[src/fec_pkg.sv]
// Package with constants and types for the flash erase controller.
package fec_pkg;
  localparam int ADDR_W = 4;
  localparam int DATA_W = 8;
  localparam logic [ADDR_W-1:0] REG_CTRL = 4'h0;
  localparam logic [ADDR_W-1:0] REG_STATUS = 4'h1;
  localparam logic [ADDR_W-1:0] REG_PAGE = 4'h2;
  localparam logic [ADDR_W-1:0] REG_PROT = 4'h3;
  localparam logic [ADDR_W-1:0] REG_IRQ_STAT = 4'h4;
  localparam logic [ADDR_W-1:0] REG_IRQ_MASK = 4'h5;
  localparam logic [ADDR_W-1:0] REG_BYPASS = 4'h6;
  localparam logic [DATA_W-1:0] CMD_UNLOCK1 = 8'h73;
  localparam logic [DATA_W-1:0] CMD_UNLOCK2 = 8'h8c;
  localparam logic [DATA_W-1:0] CMD_PAGE_ERASE = 8'h95;
  localparam logic [DATA_W-1:0] CMD_MASS_ENABLE = 8'h5a;
  localparam logic [DATA_W-1:0] CMD_MASS_ERASE = 8'h63;
  localparam logic [DATA_W-1:0] ERASED_BYTE = 8'hff;
  localparam int PAGE_BYTES = 512;
  localparam int ST_LOCKED_BIT = 0;
  localparam int ST_UNLOCKED_BIT = 1;
  localparam int ST_MASS_EN_BIT = 2;
  localparam int ST_BUSY_BIT = 3;
  localparam int ST_PAGE_BIT = 4;
  localparam int ST_MASS_BIT = 5;
  localparam int IRQ_DONE_BIT = 0;
  localparam int IRQ_REFUSED_BIT = 1;
  localparam int IRQ_W = 2;
  localparam int ERASE_CYCLES_DEF = 4000;
  localparam logic [DATA_W-1:0] PAGE_RESET = 8'h00;
  localparam logic [DATA_W-1:0] PROT_RESET = 8'h00;

  typedef struct packed {
    logic [ADDR_W-1:0] addr;
    logic [DATA_W-1:0] wdata;
    logic wr;
    logic rd;
  } fec_bus_t;

  typedef struct packed {
    logic erase;
    logic mass;
    logic [DATA_W-1:0] page;
  } fec_flash_t;

  typedef enum logic [4:0] {
    FEC_LOCKED = 5'b00001,
    FEC_UNLK1 = 5'b00010,
    FEC_UNLOCKED = 5'b00100,
    FEC_MASS_EN = 5'b01000,
    FEC_BUSY = 5'b10000
  } fec_state_t;
endpackage

[src/fec_flash_erase_controller.sv]
// Erase sequencer for the on-chip flash with register port, interrupt and bypass.
`timescale 1ns/1ps
`default_nettype none
module fec_flash_erase_controller #(
  parameter int ERASE_CYCLES = fec_pkg::ERASE_CYCLES_DEF
) (
  // Clock and reset.
  input wire logic clock_in,
  input wire logic rst_n_in,
  // Register port.
  input wire fec_pkg::fec_bus_t bus_in,
  input wire logic debug_in,
  output logic [fec_pkg::DATA_W-1:0] rdata_out,
  // Processor hold and interrupt.
  output logic cpu_stall_out,
  output logic irq_out,
  // Bypass pins from the external programmer.
  input wire fec_pkg::fec_flash_t pin_flash_in,
  // Flash array control.
  output fec_pkg::fec_flash_t flash_out,
  output logic [fec_pkg::DATA_W-1:0] flash_fill_out
);
  import fec_pkg::*;

  fec_state_t state;
  fec_state_t next_state;
  logic [DATA_W-1:0] page_sel;
  logic [DATA_W-1:0] prot;
  logic bypass;
  logic mass_op;
  logic [31:0] count;
  logic [IRQ_W-1:0] irq_stat;
  logic [IRQ_W-1:0] irq_mask;
  fec_flash_t pin_s1;
  fec_flash_t pin_s2;
  logic ctrl_wr;
  logic page_ok;
  logic start_page;
  logic start_mass;
  logic done;
  logic refused;

  assign ctrl_wr = bus_in.wr && bus_in.addr == REG_CTRL;
  // Each protect bit covers one eighth of the page range.
  assign page_ok = !prot[page_sel[DATA_W-1:DATA_W-3]];
  assign start_page = ctrl_wr && bus_in.wdata == CMD_PAGE_ERASE && page_ok &&
                      (state == FEC_UNLOCKED || state == FEC_MASS_EN);
  assign start_mass = ctrl_wr && bus_in.wdata == CMD_MASS_ERASE && state == FEC_MASS_EN &&
                      debug_in;
  assign done = state == FEC_BUSY && count == 32'(ERASE_CYCLES - 1);
  // Any control write outside FEC_BUSY whose next state is FEC_LOCKED is refused.
  assign refused = ctrl_wr && !start_page && !start_mass && next_state == FEC_LOCKED &&
                   state != FEC_BUSY;

  always_comb begin
    next_state = state;
    case (state)
      FEC_LOCKED: begin
        if (ctrl_wr && bus_in.wdata == CMD_UNLOCK1) begin
          next_state = FEC_UNLK1;
        end
      end
      FEC_UNLK1: begin
        if (ctrl_wr) begin
          next_state = bus_in.wdata == CMD_UNLOCK2 ? FEC_UNLOCKED : FEC_LOCKED;
        end
      end
      FEC_UNLOCKED, FEC_MASS_EN: begin
        if (start_page || start_mass) begin
          next_state = FEC_BUSY;
        end else if (ctrl_wr && bus_in.wdata == CMD_MASS_ENABLE && debug_in) begin
          next_state = FEC_MASS_EN;
        end else if (ctrl_wr) begin
          next_state = FEC_LOCKED;
        end
      end
      FEC_BUSY: begin
        if (done) begin
          next_state = FEC_LOCKED;
        end
      end
      default: begin
        next_state = FEC_LOCKED;
      end
    endcase
  end

  always_ff @(posedge clock_in or negedge rst_n_in) begin
    if (!rst_n_in) begin
      state <= FEC_LOCKED;
    end else begin
      state <= next_state;
    end
  end

  // Writes to the page register are ignored mid-erase so the target cannot move.
  always_ff @(posedge clock_in or negedge rst_n_in) begin
    if (!rst_n_in) begin
      page_sel <= PAGE_RESET;
      prot <= PROT_RESET;
      bypass <= 1'b0;
    end else if (bus_in.wr && state != FEC_BUSY) begin
      if (bus_in.addr == REG_PAGE) begin
        page_sel <= bus_in.wdata;
      end
      if (bus_in.addr == REG_PROT) begin
        prot <= bus_in.wdata;
      end
      if (bus_in.addr == REG_BYPASS) begin
        bypass <= bus_in.wdata[0];
      end
    end
  end

  always_ff @(posedge clock_in or negedge rst_n_in) begin
    if (!rst_n_in) begin
      count <= 32'h0000_0000;
      mass_op <= 1'b0;
    end else if (start_page || start_mass) begin
      count <= 32'h0000_0000;
      mass_op <= start_mass;
    end else if (state == FEC_BUSY) begin
      count <= count + 32'h0000_0001;
    end
  end

  // Pins cross into this clock through two flops before use.
  always_ff @(posedge clock_in or negedge rst_n_in) begin
    if (!rst_n_in) begin
      pin_s1 <= '0;
      pin_s2 <= '0;
    end else begin
      pin_s1 <= pin_flash_in;
      pin_s2 <= pin_s1;
    end
  end

  // Bypass hands the array to the pins; a pin page erase still works there.
  always_ff @(posedge clock_in or negedge rst_n_in) begin
    if (!rst_n_in) begin
      flash_out <= '0;
      flash_fill_out <= ERASED_BYTE;
    end else begin
      flash_fill_out <= ERASED_BYTE;
      if (bypass) begin
        flash_out <= pin_s2;
      end else begin
        flash_out.erase <= next_state == FEC_BUSY;
        flash_out.mass <= next_state == FEC_BUSY && (start_mass || (mass_op && !start_page));
        flash_out.page <= page_sel;
      end
    end
  end

  always_ff @(posedge clock_in or negedge rst_n_in) begin
    if (!rst_n_in) begin
      cpu_stall_out <= 1'b0;
    end else begin
      cpu_stall_out <= next_state == FEC_BUSY;
    end
  end

  // Set wins over the read clear so a completion in the read cycle is kept.
  always_ff @(posedge clock_in or negedge rst_n_in) begin
    if (!rst_n_in) begin
      irq_stat <= '0;
      irq_mask <= '0;
    end else begin
      if (bus_in.wr && bus_in.addr == REG_IRQ_MASK) begin
        irq_mask <= bus_in.wdata[IRQ_W-1:0];
      end
      irq_stat <= (bus_in.rd && bus_in.addr == REG_IRQ_STAT ? '0 : irq_stat) |
                  {refused, done};
    end
  end

  always_ff @(posedge clock_in or negedge rst_n_in) begin
    if (!rst_n_in) begin
      irq_out <= 1'b0;
    end else begin
      irq_out <= |(((bus_in.rd && bus_in.addr == REG_IRQ_STAT ? '0 : irq_stat) |
                    {refused, done}) & irq_mask);
    end
  end

  always_ff @(posedge clock_in or negedge rst_n_in) begin
    if (!rst_n_in) begin
      rdata_out <= '0;
    end else begin
      rdata_out <= '0;
      if (bus_in.rd) begin
        case (bus_in.addr)
          REG_STATUS: begin
            rdata_out[ST_LOCKED_BIT] <= state == FEC_LOCKED || state == FEC_UNLK1;
            rdata_out[ST_UNLOCKED_BIT] <= state == FEC_UNLOCKED || state == FEC_MASS_EN;
            rdata_out[ST_MASS_EN_BIT] <= state == FEC_MASS_EN;
            rdata_out[ST_BUSY_BIT] <= state == FEC_BUSY;
            rdata_out[ST_PAGE_BIT] <= state == FEC_BUSY && !mass_op;
            rdata_out[ST_MASS_BIT] <= state == FEC_BUSY && mass_op;
          end
          REG_PAGE: rdata_out <= page_sel;
          REG_PROT: rdata_out <= prot;
          REG_IRQ_STAT: rdata_out <= DATA_W'(irq_stat);
          REG_IRQ_MASK: rdata_out <= DATA_W'(irq_mask);
          REG_BYPASS: rdata_out <= DATA_W'(bypass);
          default: rdata_out <= '0;
        endcase
      end
    end
  end
endmodule
`default_nettype wire

[config.mk]
export PLATFORM = sky130hd
export DESIGN_NAME = fec_flash_erase_controller
export DESIGN_NICKNAME = d
export VERILOG_FILES = /design/src/fec_pkg.sv /design/src/fec_flash_erase_controller.sv
export SDC_FILE = /design/constraint.sdc
export NUM_CORES = 1
export LEC_CHECK = 0
export BUFFER_PORTS_ARGS = -buffer_cell sky130_fd_sc_hd__buf_2
export CELL_PAD_IN_SITES_DETAIL_PLACEMENT = 0
export CELL_PAD_IN_SITES_GLOBAL_PLACEMENT = 1
export CORE_MARGIN = 1.5
export CORE_UTILIZATION = 40
export CTS_CLUSTER_DIAMETER = 100
export CTS_CLUSTER_SIZE = 25
export DETAILED_ROUTE_END_ITERATION = 10
export PLACE_DENSITY_LB_ADDON = 0.1
export SKIP_CTS_REPAIR_TIMING = 1
export SLEW_MARGIN = 25
export SYNTH_ARGS = -nofsm -noshare
export SYNTH_HDL_FRONTEND = slang
export SYNTH_SLANG_ARGS = --single-unit
[constraint.sdc]
create_clock -name clock_in -period 4.7 [get_ports clock_in]
set_clock_uncertainty 0.15 [all_clocks]
set_input_delay 0.94 -clock clock_in [delete_from_list [all_inputs] [get_ports clock_in]]
set_output_delay 0.94 -clock clock_in [all_outputs]
set_load 0.02 [all_outputs]
; Word level (Yosys, flattened, before mapping)
; Cells that the tools add are included.
[totals]
ff_bits = 99
inputBits = 27
out_inout_bits = 28
wordCells = 98
[op_classes]
addsub = 1
order_cmp = 1
n_eq_ne = 20
n_mux = 17
bitwise = 2
n_reduce_logical = 37
[op_table]
columns = op, n
row1 = $mux W32, 2
row2 = $pmux W6 S6, 1
row3 = $add A32 B1 Y32 const B, 1
row4 = $eq A32 B12 Y1 const B, 1
row5 = $mux W5, 6
row6 = $eq A8 B7 Y1 const B, 3
row7 = $logic_and A1 B1 Y1, 22
row8 = $pmux W5 S4, 1
row9 = $eq A8 B8 Y1 const B, 2
row10 = $eq A4 B3 Y1 const B, 3
row11 = $eq A5 B1 Y1 const B, 2
row12 = $eq A5 B5 Y1 const B, 2
row13 = $mux W10, 1
row14 = $eq A4 B2 Y1 const B, 2
row15 = $mux W8, 1
row16 = $reduce_and A2 Y1, 3
row17 = $eq A5 B2 Y1 const B, 1
row18 = $eq A5 B3 Y1 const B, 1
row19 = $eq A5 B4 Y1 const B, 1
row20 = $ne A5 B5 Y1 const B, 1
row21 = $eq A4 B1 Y1 const B, 1
row22 = $logic_not A1 Y1, 4
row23 = $logic_not A4 Y1, 1
row24 = $logic_or A1 B1 Y1, 4
row25 = 10 further kinds, 11

; Longest topological paths before layout
; Gate-level depths: netlist of run 1.
[depth]
word_depth = 14
ltp_mapped = 7
ltp_nobuf = 6

; Worst setup path after synthesis of run 1
; OpenSTA, ideal clock, no wires.
[synth_timing]
path_type = in2reg
from = input port bus_in[12] (netlist name)
to = register irq_out
setup_time_ns = 0.136
arrival_time_ns = 2.404
required_ns = 4.414
slack_ns = 2.010
cell_stages = 6
path_buffers = 1
path_cell_list = buf_4 > or4b_4 > nor4_4 > o22ai_1 > nor4_2 > o211ai_1
[synth_between]
elab_chain_len = 14
word_cells_on_any_way = 31
cone_classes = eq/ne: 2 / mux: 7 / bitwise: 2 / reduce/logical: 20
[synth_lines]
columns = element, line_no
row1 = start: declaration, fec_flash_erase_controller.sv:11  ; input wire fec_pkg::fec_bus_t bus_in,
row2 = $logic_not A4 Y1, fec_flash_erase_controller.sv:43  ; assign ctrl_wr = bus_in.wr && bus_in.addr == REG_CTRL;
row3 = $logic_and A1 B1 Y1, fec_flash_erase_controller.sv:43
row4 = $logic_and A1 B1 Y1 (on tied branches) (3 in series), "fec_flash_erase_controller.sv:46, fec_flash_erase_controller.sv:48"
row5 = $logic_or A1 B1 Y1, fec_flash_erase_controller.sv:69  ; if (start_page || start_mass) begin
row6 = $mux W5, fec_flash_erase_controller.sv:69
row7 = $pmux W5 S4, fec_flash_erase_controller.sv:57  ; case (state)
row8 = $eq A5 B1 Y1, fec_flash_erase_controller.sv:52  ; assign refused = ctrl_wr && !start_page && !start_mass && next_state == FEC_LOCKED &&
row9 = $logic_and A1 B1 Y1 (2 in series), fec_flash_erase_controller.sv:52
row10 = $or A2 B2 Y2 *, fec_flash_erase_controller.sv:181  ; irq_out <= |(((bus_in.rd && bus_in.addr == REG_IRQ_STAT ? '0 : irq_stat) |
row11 = $and A2 B2 Y2 *, fec_flash_erase_controller.sv:182  ; {refused, done}) & irq_mask);
row12 = $reduce_or A2 Y1 *, fec_flash_erase_controller.sv:181
row13 = end signal: assignment, fec_flash_erase_controller.sv:181
row14 = end: declaration, fec_flash_erase_controller.sv:16  ; output logic irq_out,
; Every way passes the cells marked *; elsewhere a longest branch is shown, timed or not.
; A chain may end at the register's enable or synchronous reset.

; Final worst setup path of run 1
[layout_timing]
from = input port bus_in[1] (netlist name)
to = register count[14]
[layout_between]
elab_chain_len = 6
word_cells_on_any_way = 10
cone_classes = mux: 1 / reduce/logical: 9
[layout_lines]
columns = element, line_no
row1 = $logic_and A1 B1 Y1 *, fec_flash_erase_controller.sv:43
row2 = $logic_and A1 B1 Y1 (on tied branches) (3 in series), "fec_flash_erase_controller.sv:46, fec_flash_erase_controller.sv:48"
row3 = $logic_or A1 B1 Y1 *, fec_flash_erase_controller.sv:119  ; end else if (start_page || start_mass) begin
row4 = $mux W32 / $reduce_bool A2 Y1 (equally long branches), -
row5 = end signal: assignment, fec_flash_erase_controller.sv:123  ; count <= count + 32'h0000_0001;
row6 = end: declaration, fec_flash_erase_controller.sv:31  ; logic [31:0] count;
; Marked as above.

==> flow_results.xml, run 1 <==
<?xml version="1.0" encoding="UTF-8"?>
<metrics>
  <group name="outcome">
    <metric name="outcome" unit="">complete, no violations</metric>
  </group>
  <group name="routing">
    <metric name="wl_per_cell" unit="µm">17.2</metric>
    <metric name="drcViolationCount" unit="">0</metric>
    <metric name="routed_via_density" unit="">5.40</metric>
    <metric name="drt_wl_total" unit="mm">10.6</metric>
    <metric name="via_count" unit="">3325</metric>
    <metric name="dr.pass1.iters" unit="">7</metric>
    <metric name="first_iter_violations" unit="">155</metric>
    <metric name="route.antenna.remaining_nets" unit="">0</metric>
  </group>
  <group name="logic_synthesis">
    <metric name="syn-cell-area" unit="mm²">0.00480</metric>
    <metric name="synth_area_leaders" unit="">dfrtp_1 (51%), mux2_2 (6.1%), xnor2_1 (3.8%), nor2_1 (3.6%), nand2_1 (2.2%)</metric>
    <metric name="synth_area_in_compound_gates" unit="%">5.58</metric>
    <metric name="yosysTopAreaCell" unit="">dfrtp_1</metric>
    <metric name="netlist-cell-type-count" unit="">66</metric>
    <metric name="post-synth-top-area-fraction" unit="%">51.1</metric>
    <metric name="ys_seq_elements" unit="">99</metric>
    <metric name="synth_xor_xnor_area_share" unit="%">5.47</metric>
    <metric name="yosysSeqAreaShare" unit="%">51.6</metric>
    <metric name="synthesis.yosys.warnings" unit="">0</metric>
    <metric name="synth-edff-count" unit="">0</metric>
    <metric name="ys_async_rst_share" unit="%">100</metric>
    <metric name="synth-main-ff-cell" unit="">dfrtp_1</metric>
    <metric name="synth_adder_area_share" unit="%">0.261</metric>
    <metric name="synth-simple-area-share" unit="%">25.0</metric>
    <metric name="dominant_combinational_cell_family_by_area_after_synthesis" unit="">simple AND/OR/NAND/NOR gates</metric>
    <metric name="syn-mean-instance-area" unit="µm²">11.3</metric>
    <metric name="synthCells" unit="">426</metric>
    <metric name="synthMuxAreaShare" unit="%">7.46</metric>
  </group>
  <group name="sta">
    <metric name="finalCriticalPeriod" unit="ns">2.73</metric>
    <metric name="fmax" unit="MHz">366</metric>
    <metric name="final-max-slew-violation-count" unit="">0</metric>
    <metric name="hold_violation_total_from_the_final_report" unit="">0</metric>
    <metric name="worst-slew-pin-transition" unit="ns">0.709</metric>
    <metric name="setup_violations" unit="">0</metric>
    <metric name="post-route-period-util" unit="%">58.1</metric>
    <metric name="unrepaired_setup_endpoints_after_global_routing" unit="">no</metric>
    <metric name="max-slew-margin-rel" unit="%">52.6</metric>
    <metric name="finalSetupTns" unit="ns">0</metric>
  </group>
  <group name="pwr">
    <metric name="switching_share" unit="%">24.9</metric>
    <metric name="seq_power_share" unit="%">48.9</metric>
    <metric name="power.share.combinational" unit="%">11.2</metric>
    <metric name="power.density" unit="mW/mm²">372</metric>
    <metric name="clock_power_share" unit="%">39.9</metric>
    <metric name="power.ir.vdd_worst" unit="mV">0.232</metric>
    <metric name="p_int" unit="mW">1.51</metric>
    <metric name="static-leakage-power" unit="nW">2.30</metric>
    <metric name="p_switching" unit="mW">0.501</metric>
  </group>
  <group name="cells_and_area">
    <metric name="mostFrequentLayoutCells" unit="">dfrtp_1 (98), nor2_1 (46), buf_2 (45), nand2_1 (28), mux2_2 (26)</metric>
    <metric name="num_antenna_cells" unit="">0</metric>
    <metric name="syn2layout_area_growth" unit="%">12.6</metric>
    <metric name="finalInstanceArea" unit="mm²">0.00540</metric>
    <metric name="layout.cells.most_common" unit="">dfrtp_1</metric>
    <metric name="drive_gt1_share" unit="%">25.8</metric>
    <metric name="final_net_count" unit="">496</metric>
  </group>
  <group name="grt">
    <metric name="initial_antenna_violation_count" unit="">0</metric>
    <metric name="global_route.usage.total" unit="%">18.2</metric>
    <metric name="grt_util_met2" unit="%">30.5</metric>
    <metric name="wire_length_of_the_first_global_routing_pass" unit="mm">18.0</metric>
    <metric name="largest_net_degree_at_the_start_of_global_routing" unit="">75</metric>
    <metric name="globalRoute.totalOverflow" unit="">0</metric>
    <metric name="grt_pass1_vias" unit="">3402</metric>
    <metric name="use_met3" unit="%">4.97</metric>
    <metric name="use_met1" unit="%">23.5</metric>
    <metric name="grt.busiest_layer" unit="">met2</metric>
  </group>
  <group name="flow_run">
    <metric name="maxCapViolations" unit="">0</metric>
  </group>
  <group name="setup_path">
    <metric name="critical_path.reg2reg.endpoint" unit="">prot[3]</metric>
    <metric name="timing.rr.start" unit="">state[3]</metric>
    <metric name="path_max_fanout" unit="">25</metric>
    <metric name="worst-endpoint-required" unit="ns">4.76</metric>
    <metric name="crit_path_start_kind" unit="">input port</metric>
    <metric name="worstRegToRegCells" unit="">4</metric>
    <metric name="criticalPathCategory" unit="">input port to register</metric>
    <metric name="worst-r2r-setup-slack" unit="ns">2.19</metric>
    <metric name="worst_ep_arrival_time" unit="ns">2.79</metric>
    <metric name="type_of_destination_of_the_critical_path" unit="">register</metric>
  </group>
  <group name="floorplanning">
    <metric name="initial_utilization" unit="%">41.5</metric>
    <metric name="design.portCount" unit="">55</metric>
    <metric name="placeableCoreArea" unit="mm²">0.0116</metric>
    <metric name="die_w" unit="µm">113</metric>
    <metric name="placement_rows" unit="">39</metric>
    <metric name="die-area" unit="mm²">0.0127</metric>
    <metric name="floorplan.die.height" unit="µm">113</metric>
  </group>
  <group name="clock_network">
    <metric name="cts_tree" unit="">done</metric>
    <metric name="clock_tree.root_cell" unit="">clkbuf_16</metric>
    <metric name="clockBufferDepth" unit="">2</metric>
    <metric name="clk_latency" unit="ns">0.34</metric>
    <metric name="clock_sink_count" unit="">99</metric>
    <metric name="htree_levels" unit="">3</metric>
    <metric name="cts_inserted_buffers" unit="">9</metric>
    <metric name="clk_pin_slew_worst_paths" unit="ns">0.06</metric>
  </group>
  <group name="placed_design">
    <metric name="gp_routability_congestion" unit="">0.832</metric>
    <metric name="dp_hpwl" unit="mm">7.63</metric>
    <metric name="placement.cell_area" unit="mm²">0.00507</metric>
    <metric name="number_of_port_buffers" unit="">46</metric>
  </group>
  <group name="min_path">
    <metric name="hold_path_depth" unit="">0</metric>
    <metric name="hold_path.class" unit="">register to register</metric>
    <metric name="hp-start" unit="">pin_s1[8]</metric>
    <metric name="hold-path-endpoint" unit="">pin_s2[8]</metric>
  </group>
</metrics>
## cells by family after synthesis
group | Yosys count
AND/OR/NAND/NOR | 191
buffers and inverters | 35
adder cells (fa/ha/maj) | 1
other | 1
flip-flops | 99
AO/OA/AOI/OAI | 39
multiplexers | 30
XOR/XNOR | 30
## power groups by stage
stage / logic, mW / clock network [mW] / registers (mW)
after floorplan: 0.130 / 0 / 1.00
after global placement: 0.226 / 0 / 1.00
after detailed placement: 0.227 / 0 / 1.00
after CTS: 0.229 / 0.832 / 0.985
after global routing: 0.246 / 0.859 / 0.994
final: 0.225 / 0.803 / 0.984
## sequential cells by signal (all words and copies together) (netlist names), 2 cells and up
signal     count
state          5
flash_out     10
pin_s1        10
irq_mask       2
pin_s2        10
page_sel       8
irq_stat       2
count         32
rdata_out      8
prot           8
## cells in the mapped netlist (all sizes together) (4+ instances only)
library cell and instances:
nor3 14, nand3b 4, xnor2 21, nand2 30
or2 4, nand3 19, buf 15, and3 4
mux2 26, nor2b 5, dfrtp 98, nor4 18
and4 8, xor2 9, nor2 46, a22oi 4
clkbuf 8, o21ai 11, nand4 12, nor4b 5
a21oi 8, inv 12
## layout make-up
cell class	count	area, µm²
clock inverters	5	85.1
well taps	143	179
inverters	12	45.0
multi-input cells	299	2130
repair buffers	47	244
fillers	1087	6160
clock buffers	11	243
flip-flops and latches	99	2480
## critical path: stages
cell and delay [ns]:
buf_2 0.21, or4bb_1 0.60, nor2_1 0.26, nand4_1 0.19, nand2_2 0.46, nor2_1 0.11
## worst max path at each step
stage | startpoint | endpoint | cells after the start
2_1_floorplan | bus_in[12] | irq_out | 6
3_3_place_gp | bus_in[1] | count[22] | 6
3_5_place_dp | bus_in[1] | count[17] | 6
4_1_cts | bus_in[1] | count[6] | 6
5_1_grt | bus_in[1] | count[21] | 6
6_report | bus_in[1] | count[14] | 6
## metrics by stage
step,setup slack (ns),util [%],total power [mW],hold slack (ns),cells
after floorplan,2.01,-,1.13,0.181,433
after global placement,1.65,43.9,1.23,0.182,600
after detailed placement,1.65,43.9,1.23,0.185,600
after CTS,2.00,46.7,2.05,0.200,616
after global routing,1.83,46.7,2.10,0.205,616
final,1.97,46.7,2.01,0.199,616
## metal layers
| metal | up-vias | wire, µm |
|---|---|---|
| li1 | 1596 | - |
| met1 | 1647 | 4870 |
| met2 | 70 | 5120 |
| met3 | 12 | 480 |
| met4 | 0 | 132 |
| met5 | - | 0 |
No activity file was read; power rests on OpenSTA's default activity.
==> inputs of run 2 (changes only) <==
==> constraint.sdc (replaced) <==
create_clock -name clock_in -period 2.4 [get_ports clock_in]
set_clock_uncertainty 0.15 [all_clocks]
set_input_delay 0.48 -clock clock_in [delete_from_list [all_inputs] [get_ports clock_in]]
set_output_delay 0.48 -clock clock_in [all_outputs]
set_load 0.02 [all_outputs]
==> run 2 against run 1 <==
The flow now finishes with violations (hold timing). Critical path type is now register to register. Final cell count rose by 4.7%. Non-clock buffer count is 29 higher. Cell area is 4.5% higher. Worst setup slack worse by 1.8 ns. Wire length grew 0.13%. Worst hold slack worse by 0.21 ns. Sequential power rose by 95%. Clock power up 99%. Register-to-register slack got worse by 2.0 ns. Largest cell class unchanged.
==> flow_results.xml, run 2 (same netlist as run 1, synthesis figures left out) <==
<?xml version="1.0" encoding="UTF-8"?>
<metrics>
  <group name="floorplanning">
    <metric name="placeableCoreArea" unit="mm²">0.0116</metric>
    <metric name="die-area" unit="mm²">0.0127</metric>
    <metric name="placement_rows" unit="">39</metric>
    <metric name="design.portCount" unit="">55</metric>
    <metric name="die_w" unit="µm">113</metric>
    <metric name="initial_utilization" unit="%">41.5</metric>
    <metric name="floorplan.die.height" unit="µm">113</metric>
  </group>
  <group name="placed_design">
    <metric name="number_of_port_buffers" unit="">46</metric>
    <metric name="place.detailed.instances" unit="">629</metric>
    <metric name="gp_routability_congestion" unit="">0.810</metric>
    <metric name="dp_hpwl" unit="mm">7.72</metric>
  </group>
  <group name="cells_and_area">
    <metric name="layout.cells.most_common" unit="">dfrtp_1</metric>
    <metric name="register_bank_with_the_most_flops" unit="">count</metric>
    <metric name="largest_register_ffs" unit="">32</metric>
    <metric name="final.fill_count" unit="">1050</metric>
    <metric name="syn2layout_area_growth" unit="%">17.7</metric>
    <metric name="fin_cells" unit="">645</metric>
    <metric name="drive_gt1_share" unit="%">30.3</metric>
    <metric name="final_net_count" unit="">525</metric>
    <metric name="num_antenna_cells" unit="">0</metric>
    <metric name="layout_utilization" unit="%">48.8</metric>
    <metric name="mostFrequentLayoutCells" unit="">dfrtp_1 (98), nor2_1 (46), buf_2 (45), buf_4 (29), nand2_1 (28)</metric>
  </group>
  <group name="sta">
    <metric name="post-route-period-util" unit="%">91.4</metric>
    <metric name="fmax" unit="MHz">456</metric>
    <metric name="finalCriticalPeriod" unit="ns">2.19</metric>
    <metric name="setup_violations" unit="">0</metric>
    <metric name="finalSetupTns" unit="ns">0</metric>
    <metric name="max-slew-margin-rel" unit="%">56.4</metric>
    <metric name="hold_violation_total_from_the_final_report" unit="">11</metric>
    <metric name="unrepaired_setup_endpoints_after_global_routing" unit="">no</metric>
    <metric name="final-max-slew-violation-count" unit="">0</metric>
    <metric name="worst-slew-pin-transition" unit="ns">0.655</metric>
    <metric name="worst_hold_slack" unit="ns">-0.0129</metric>
  </group>
  <group name="min_path">
    <metric name="hold_path.class" unit="">input port to async pin</metric>
  </group>
  <group name="clock_network">
    <metric name="clk_pin_slew_worst_paths" unit="ns">0.07</metric>
    <metric name="cts_tree" unit="">done</metric>
    <metric name="cts_inserted_buffers" unit="">9</metric>
    <metric name="clockBufferDepth" unit="">2</metric>
    <metric name="clk_latency" unit="ns">0.35</metric>
    <metric name="clock_tree.root_cell" unit="">clkbuf_16</metric>
    <metric name="htree_levels" unit="">3</metric>
    <metric name="clock_sink_count" unit="">99</metric>
  </group>
  <group name="setup_path">
    <metric name="ordered_cell_list_for_the_critical_path" unit="">or3_4, or4_4, o31ai_4, nor2_1</metric>
    <metric name="critical-path-max-stage-delay" unit="ns">0.54</metric>
    <metric name="worst_ep_arrival_time" unit="ns">2.26</metric>
    <metric name="criticalPathCategory" unit="">register to register</metric>
    <metric name="type_of_destination_of_the_critical_path" unit="">register</metric>
    <metric name="crit_path_start_kind" unit="">register</metric>
    <metric name="worst-endpoint-required" unit="ns">2.47</metric>
    <metric name="cpMaxStageDelayCell" unit="">or4_4</metric>
    <metric name="path_max_fanout" unit="">8</metric>
  </group>
  <group name="grt">
    <metric name="global_route.usage.total" unit="%">18.2</metric>
    <metric name="globalRoute.totalOverflow" unit="">0</metric>
    <metric name="largest_net_degree_at_the_start_of_global_routing" unit="">68</metric>
    <metric name="grt_pass1_vias" unit="">3411</metric>
    <metric name="initial_antenna_violation_count" unit="">0</metric>
    <metric name="wire_length_of_the_first_global_routing_pass" unit="mm">18.0</metric>
  </group>
  <group name="routing">
    <metric name="wl_per_cell" unit="µm">16.5</metric>
    <metric name="first_iter_violations" unit="">104</metric>
    <metric name="drcViolationCount" unit="">0</metric>
    <metric name="drt_wl_total" unit="mm">10.6</metric>
    <metric name="dr.pass1.iters" unit="">6</metric>
    <metric name="via_count" unit="">3382</metric>
    <metric name="routed_via_density" unit="">5.24</metric>
    <metric name="route.antenna.remaining_nets" unit="">0</metric>
  </group>
  <group name="pwr">
    <metric name="power.ir.vdd_worst" unit="mV">0.348</metric>
    <metric name="static-leakage-power" unit="nW">2.46</metric>
    <metric name="power.density" unit="mW/mm²">708</metric>
    <metric name="fin_total_pwr" unit="mW">4.00</metric>
  </group>
  <group name="flow_run">
    <metric name="maxCapViolations" unit="">0</metric>
  </group>
  <group name="outcome">
    <metric name="outcome" unit="">finished with violations</metric>
    <metric name="violations" unit="">hold timing</metric>
  </group>
</metrics>
[run 2: changes by cell type in the layout (fill, tap and decap cells not counted), sizes merged]
cell      previous run  this run
buf                 47        76
inv                 13        15
clkbuf              11         9
clkinvlp             1         0
clkinv               1         2
[run 2: power breakdown]
group          internal [mW]  total, mW  switching [mW]  leakage [nW]
Sequential              1.81       1.92           0.114          1.12
Combinational          0.228      0.472           0.244          1.18
Clock                  0.936       1.60           0.669         0.164
Total                   2.97       4.00            1.03          2.46
[run 2: per-layer routing]
metal / vias up / part of all wire [%] / global-route usage (%)
met4: 0 / 1.5 / 6.58
met1: 1662 / 48 / 24.9
li1: 1655 / - / -
met2: 55 / 48 / 29.5
met5: - / 0 / 0
met3: 10 / 2.8 / 2.86
[run 2: final timing paths]
kind,startpoint,endpoint,slack [ns],cells after the start
max reg2reg,state[1],count[27],0.21,4
max in group asynchronous,rst_n_in,state[0],1.77,2
min,rst_n_in,count[21],-0.01,2
max,state[1],count[27],0.21,4
min reg2reg,pin_s1[0],pin_s2[0],0.19,0
min in group clock_in,pin_flash_in[7],pin_s1[7],0.08,1
[run 2: metrics by stage]
| step | setup WS, ns | cell area, µm² |
|---|---|---|
| 6_report | 0.207 | 5650 |
| 5_1_grt | 0.0856 | 5650 |
| 4_1_cts | 0.203 | 5650 |
| 3_5_place_dp | -0.0326 | 5320 |
| 3_3_place_gp | 0.00639 | 5320 |
| 2_1_floorplan | 0.170 | 4830 |
[run 2: final cells by class]
cell class                      instances  area [µm²]  share of cell area [%]
Tap cell                              143         179                    3.17
Multi-Input combinational cell        299        2130                    37.7
Clock buffer                            9         225                    3.99
Timing Repair Buffer                   76         483                    8.55
Sequential cell                        99        2480                    43.9
Inverter                               12        45.0                   0.797
Clock inverter                          7         109                    1.93
[run 2: critical path, delay by kind of cell, from the launching register on]
kind	cells	cell delay, ns
flip-flops	1	0.48
AO/OA/AOI/OAI	1	0.36
AND/OR/NAND/NOR	3	1.08
==> inputs of run 3 (changes only) <==
==> constraint.sdc (replaced) <==
create_clock -name clock_in -period 2.15 [get_ports clock_in]
set_clock_uncertainty 0.15 [all_clocks]
set_input_delay 0.43 -clock clock_in [delete_from_list [all_inputs] [get_ports clock_in]]
set_output_delay 0.43 -clock clock_in [all_outputs]
set_load 0.02 [all_outputs]
==> run 3 against run 2 <==
The flow now finishes without violations. Critical path depth stayed put. Worst hold slack better by 0.047 ns. Wire length up 3.1%. Core utilization increased by 2.4 points. Sequential share of layout area shrank 2.1 points. Combinational power increased by 25%. Maximum frequency rose by 6.1%. Die area unchanged. Register-to-register slack worse by 0.12 ns. Critical path type unchanged. Highest routed layer unchanged.
==> flow_results.xml, run 3 (same netlist as run 1, synthesis figures left out) <==
<?xml version="1.0" encoding="UTF-8"?>
<metrics>
  <group name="outcome">
    <metric name="outcome" unit="">complete, no violations</metric>
  </group>
  <group name="floorplanning">
    <metric name="initial_utilization" unit="%">41.5</metric>
    <metric name="floorplan.die.height" unit="µm">113</metric>
    <metric name="placement_rows" unit="">39</metric>
    <metric name="die_w" unit="µm">113</metric>
    <metric name="design.portCount" unit="">55</metric>
    <metric name="die-area" unit="mm²">0.0127</metric>
    <metric name="placeableCoreArea" unit="mm²">0.0116</metric>
  </group>
  <group name="cells_and_area">
    <metric name="layout_utilization" unit="%">51.3</metric>
    <metric name="syn2layout_area_growth" unit="%">23.5</metric>
    <metric name="drive_gt1_share" unit="%">34.0</metric>
    <metric name="final_net_count" unit="">552</metric>
    <metric name="mostFrequentLayoutCells" unit="">dfrtp_1 (98), buf_4 (53), nor2_1 (46), buf_2 (45), nand2_1 (28)</metric>
    <metric name="largest_register_ffs" unit="">32</metric>
    <metric name="finalInstanceArea" unit="mm²">0.00593</metric>
    <metric name="layout.cells.most_common" unit="">dfrtp_1</metric>
    <metric name="register_bank_with_the_most_flops" unit="">count</metric>
    <metric name="final.fill_count" unit="">1014</metric>
    <metric name="num_antenna_cells" unit="">0</metric>
  </group>
  <group name="sta">
    <metric name="final-max-slew-violation-count" unit="">0</metric>
    <metric name="post-route-period-util" unit="%">96.1</metric>
    <metric name="hold_violation_total_from_the_final_report" unit="">0</metric>
    <metric name="worst-slew-pin-transition" unit="ns">0.537</metric>
    <metric name="finalCriticalPeriod" unit="ns">2.07</metric>
    <metric name="max-slew-margin-rel" unit="%">64.2</metric>
    <metric name="unrepaired_setup_endpoints_after_global_routing" unit="">no</metric>
    <metric name="fmax" unit="MHz">484</metric>
    <metric name="setup_violations" unit="">0</metric>
  </group>
  <group name="routing">
    <metric name="first_iter_violations" unit="">123</metric>
    <metric name="drcViolationCount" unit="">0</metric>
    <metric name="routed_via_density" unit="">5.24</metric>
    <metric name="drt_wl_total" unit="mm">10.9</metric>
    <metric name="dr.pass1.iters" unit="">6</metric>
    <metric name="wl_per_cell" unit="µm">16.3</metric>
    <metric name="route.antenna.remaining_nets" unit="">0</metric>
    <metric name="via_count" unit="">3524</metric>
  </group>
  <group name="grt">
    <metric name="globalRoute.totalOverflow" unit="">0</metric>
    <metric name="grt_pass1_vias" unit="">3511</metric>
    <metric name="global_route.usage.total" unit="%">18.7</metric>
    <metric name="wire_length_of_the_first_global_routing_pass" unit="mm">18.3</metric>
    <metric name="initial_antenna_violation_count" unit="">0</metric>
    <metric name="largest_net_degree_at_the_start_of_global_routing" unit="">40</metric>
  </group>
  <group name="pwr">
    <metric name="static-leakage-power" unit="nW">2.61</metric>
    <metric name="power.ir.vdd_worst" unit="mV">0.605</metric>
    <metric name="power.density" unit="mW/mm²">781</metric>
  </group>
  <group name="placed_design">
    <metric name="gp_routability_congestion" unit="">0.830</metric>
    <metric name="placement.cell_area" unit="mm²">0.00549</metric>
    <metric name="number_of_port_buffers" unit="">46</metric>
    <metric name="dp_hpwl" unit="mm">8.11</metric>
  </group>
  <group name="flow_run">
    <metric name="maxCapViolations" unit="">0</metric>
  </group>
  <group name="setup_path">
    <metric name="worst-r2r-setup-slack" unit="ns">0.08</metric>
    <metric name="cp_num_buf_inv" unit="">0</metric>
    <metric name="critical-path-max-stage-delay" unit="ns">0.54</metric>
    <metric name="worst_ep_arrival_time" unit="ns">2.13</metric>
    <metric name="ordered_cell_list_for_the_critical_path" unit="">or3_4, or4_4, o31ai_4, nor2_1</metric>
    <metric name="cpMaxStageDelayCell" unit="">or4_4</metric>
    <metric name="criticalPathCategory" unit="">register to register</metric>
    <metric name="crit_path_start_kind" unit="">register</metric>
    <metric name="path_max_fanout" unit="">7</metric>
    <metric name="kind_of_cell_adding_the_most_delay_to_the_critical_path" unit="">simple AND/OR/NAND/NOR gates</metric>
    <metric name="type_of_destination_of_the_critical_path" unit="">register</metric>
    <metric name="worst-endpoint-required" unit="ns">2.21</metric>
  </group>
  <group name="clock_network">
    <metric name="clk_pin_slew_worst_paths" unit="ns">0.07</metric>
    <metric name="cts_tree" unit="">done</metric>
    <metric name="htree_levels" unit="">3</metric>
    <metric name="cts_inserted_buffers" unit="">9</metric>
    <metric name="clock_sink_count" unit="">99</metric>
    <metric name="clock_tree.root_cell" unit="">clkbuf_16</metric>
    <metric name="clockBufferDepth" unit="">2</metric>
    <metric name="clk_latency" unit="ns">0.35</metric>
  </group>
  <group name="min_path">
    <metric name="hold_path.class" unit="">input port to register</metric>
  </group>
</metrics>
-- run 3: cell types whose count changed in the layout (fill, tap and decap cells not counted), moves of 2 or more --
cell / delta
clkbuf_8: +2
inv_8: -2
buf_4: +24
clkinv_4: -2
-- run 3: stage by stage --
| stage | total power [mW] | setup TNS (ns) | std cells | worst slack (ns) | hold WS [ns] |
|---|---|---|---|---|---|
| 6_report | 4.63 | 0 | 672 | 0.0834 | 0.0343 |
| 3_3_place_gp | 2.73 | -2.44 | 651 | -0.178 | 0.183 |
| 2_1_floorplan | 2.48 | 0 | 433 | 0.0271 | -0.0156 |
| 3_5_place_dp | 2.74 | -3.66 | 651 | -0.246 | 0.185 |
| 5_1_grt | 4.82 | 0 | 672 | 0.000389 | 0.0166 |
| 4_1_cts | 4.68 | -0.00263 | 667 | -0.00263 | -0.0744 |
-- run 3: layout make-up --
cell class                      instances  area (µm²)  share of cell area (%)
Clock buffer                           11         253                    4.26
Clock inverter                          5         106                    1.79
Inverter                               12        45.0                   0.760
Multi-Input combinational cell        299        2160                    36.5
Sequential cell                        99        2480                    41.8
Tap cell                              143         179                    3.02
Timing Repair Buffer                  103         704                    11.9
-- run 3: metal layers --
metal,track usage [%],vias up,part of all wire (%)
met3,4.70,4,3.7
met2,30.7,71,48
met5,0,-,0
met4,4.39,0,0.39
li1,-,1704,-
met1,25.1,1745,48
-- run 3: final timing paths --
path | startpoint | to | cells after the start
hold reg to reg | pin_s1[5] | pin_s2[5] | 0
setup / recovery | state[1] | count[24] | 4
min in group asynchronous | rst_n_in | flash_out[3] | 2
max in group asynchronous | rst_n_in | state[0] | 3
hold / removal | pin_flash_in[1] | pin_s1[1] | 1
setup reg to reg | state[1] | count[24] | 4
-- run 3: power breakdown --
part / total, mW / switching [mW] / leakage (nW) / internal [mW]
registers: 2.12 / 0.103 / 1.12 / 2.02
logic: 0.592 / 0.304 / 1.32 / 0.288
clock network: 1.91 / 0.708 / 0.172 / 1.21
total: 4.63 / 1.11 / 2.61 / 3.51
-- run 3: worst register-to-register path: stages (launching register included) --
cell     delay, ns
dfrtp_1       0.40
or3_4         0.43
or4_4         0.54
o31ai_4       0.33
nor2_1        0.09
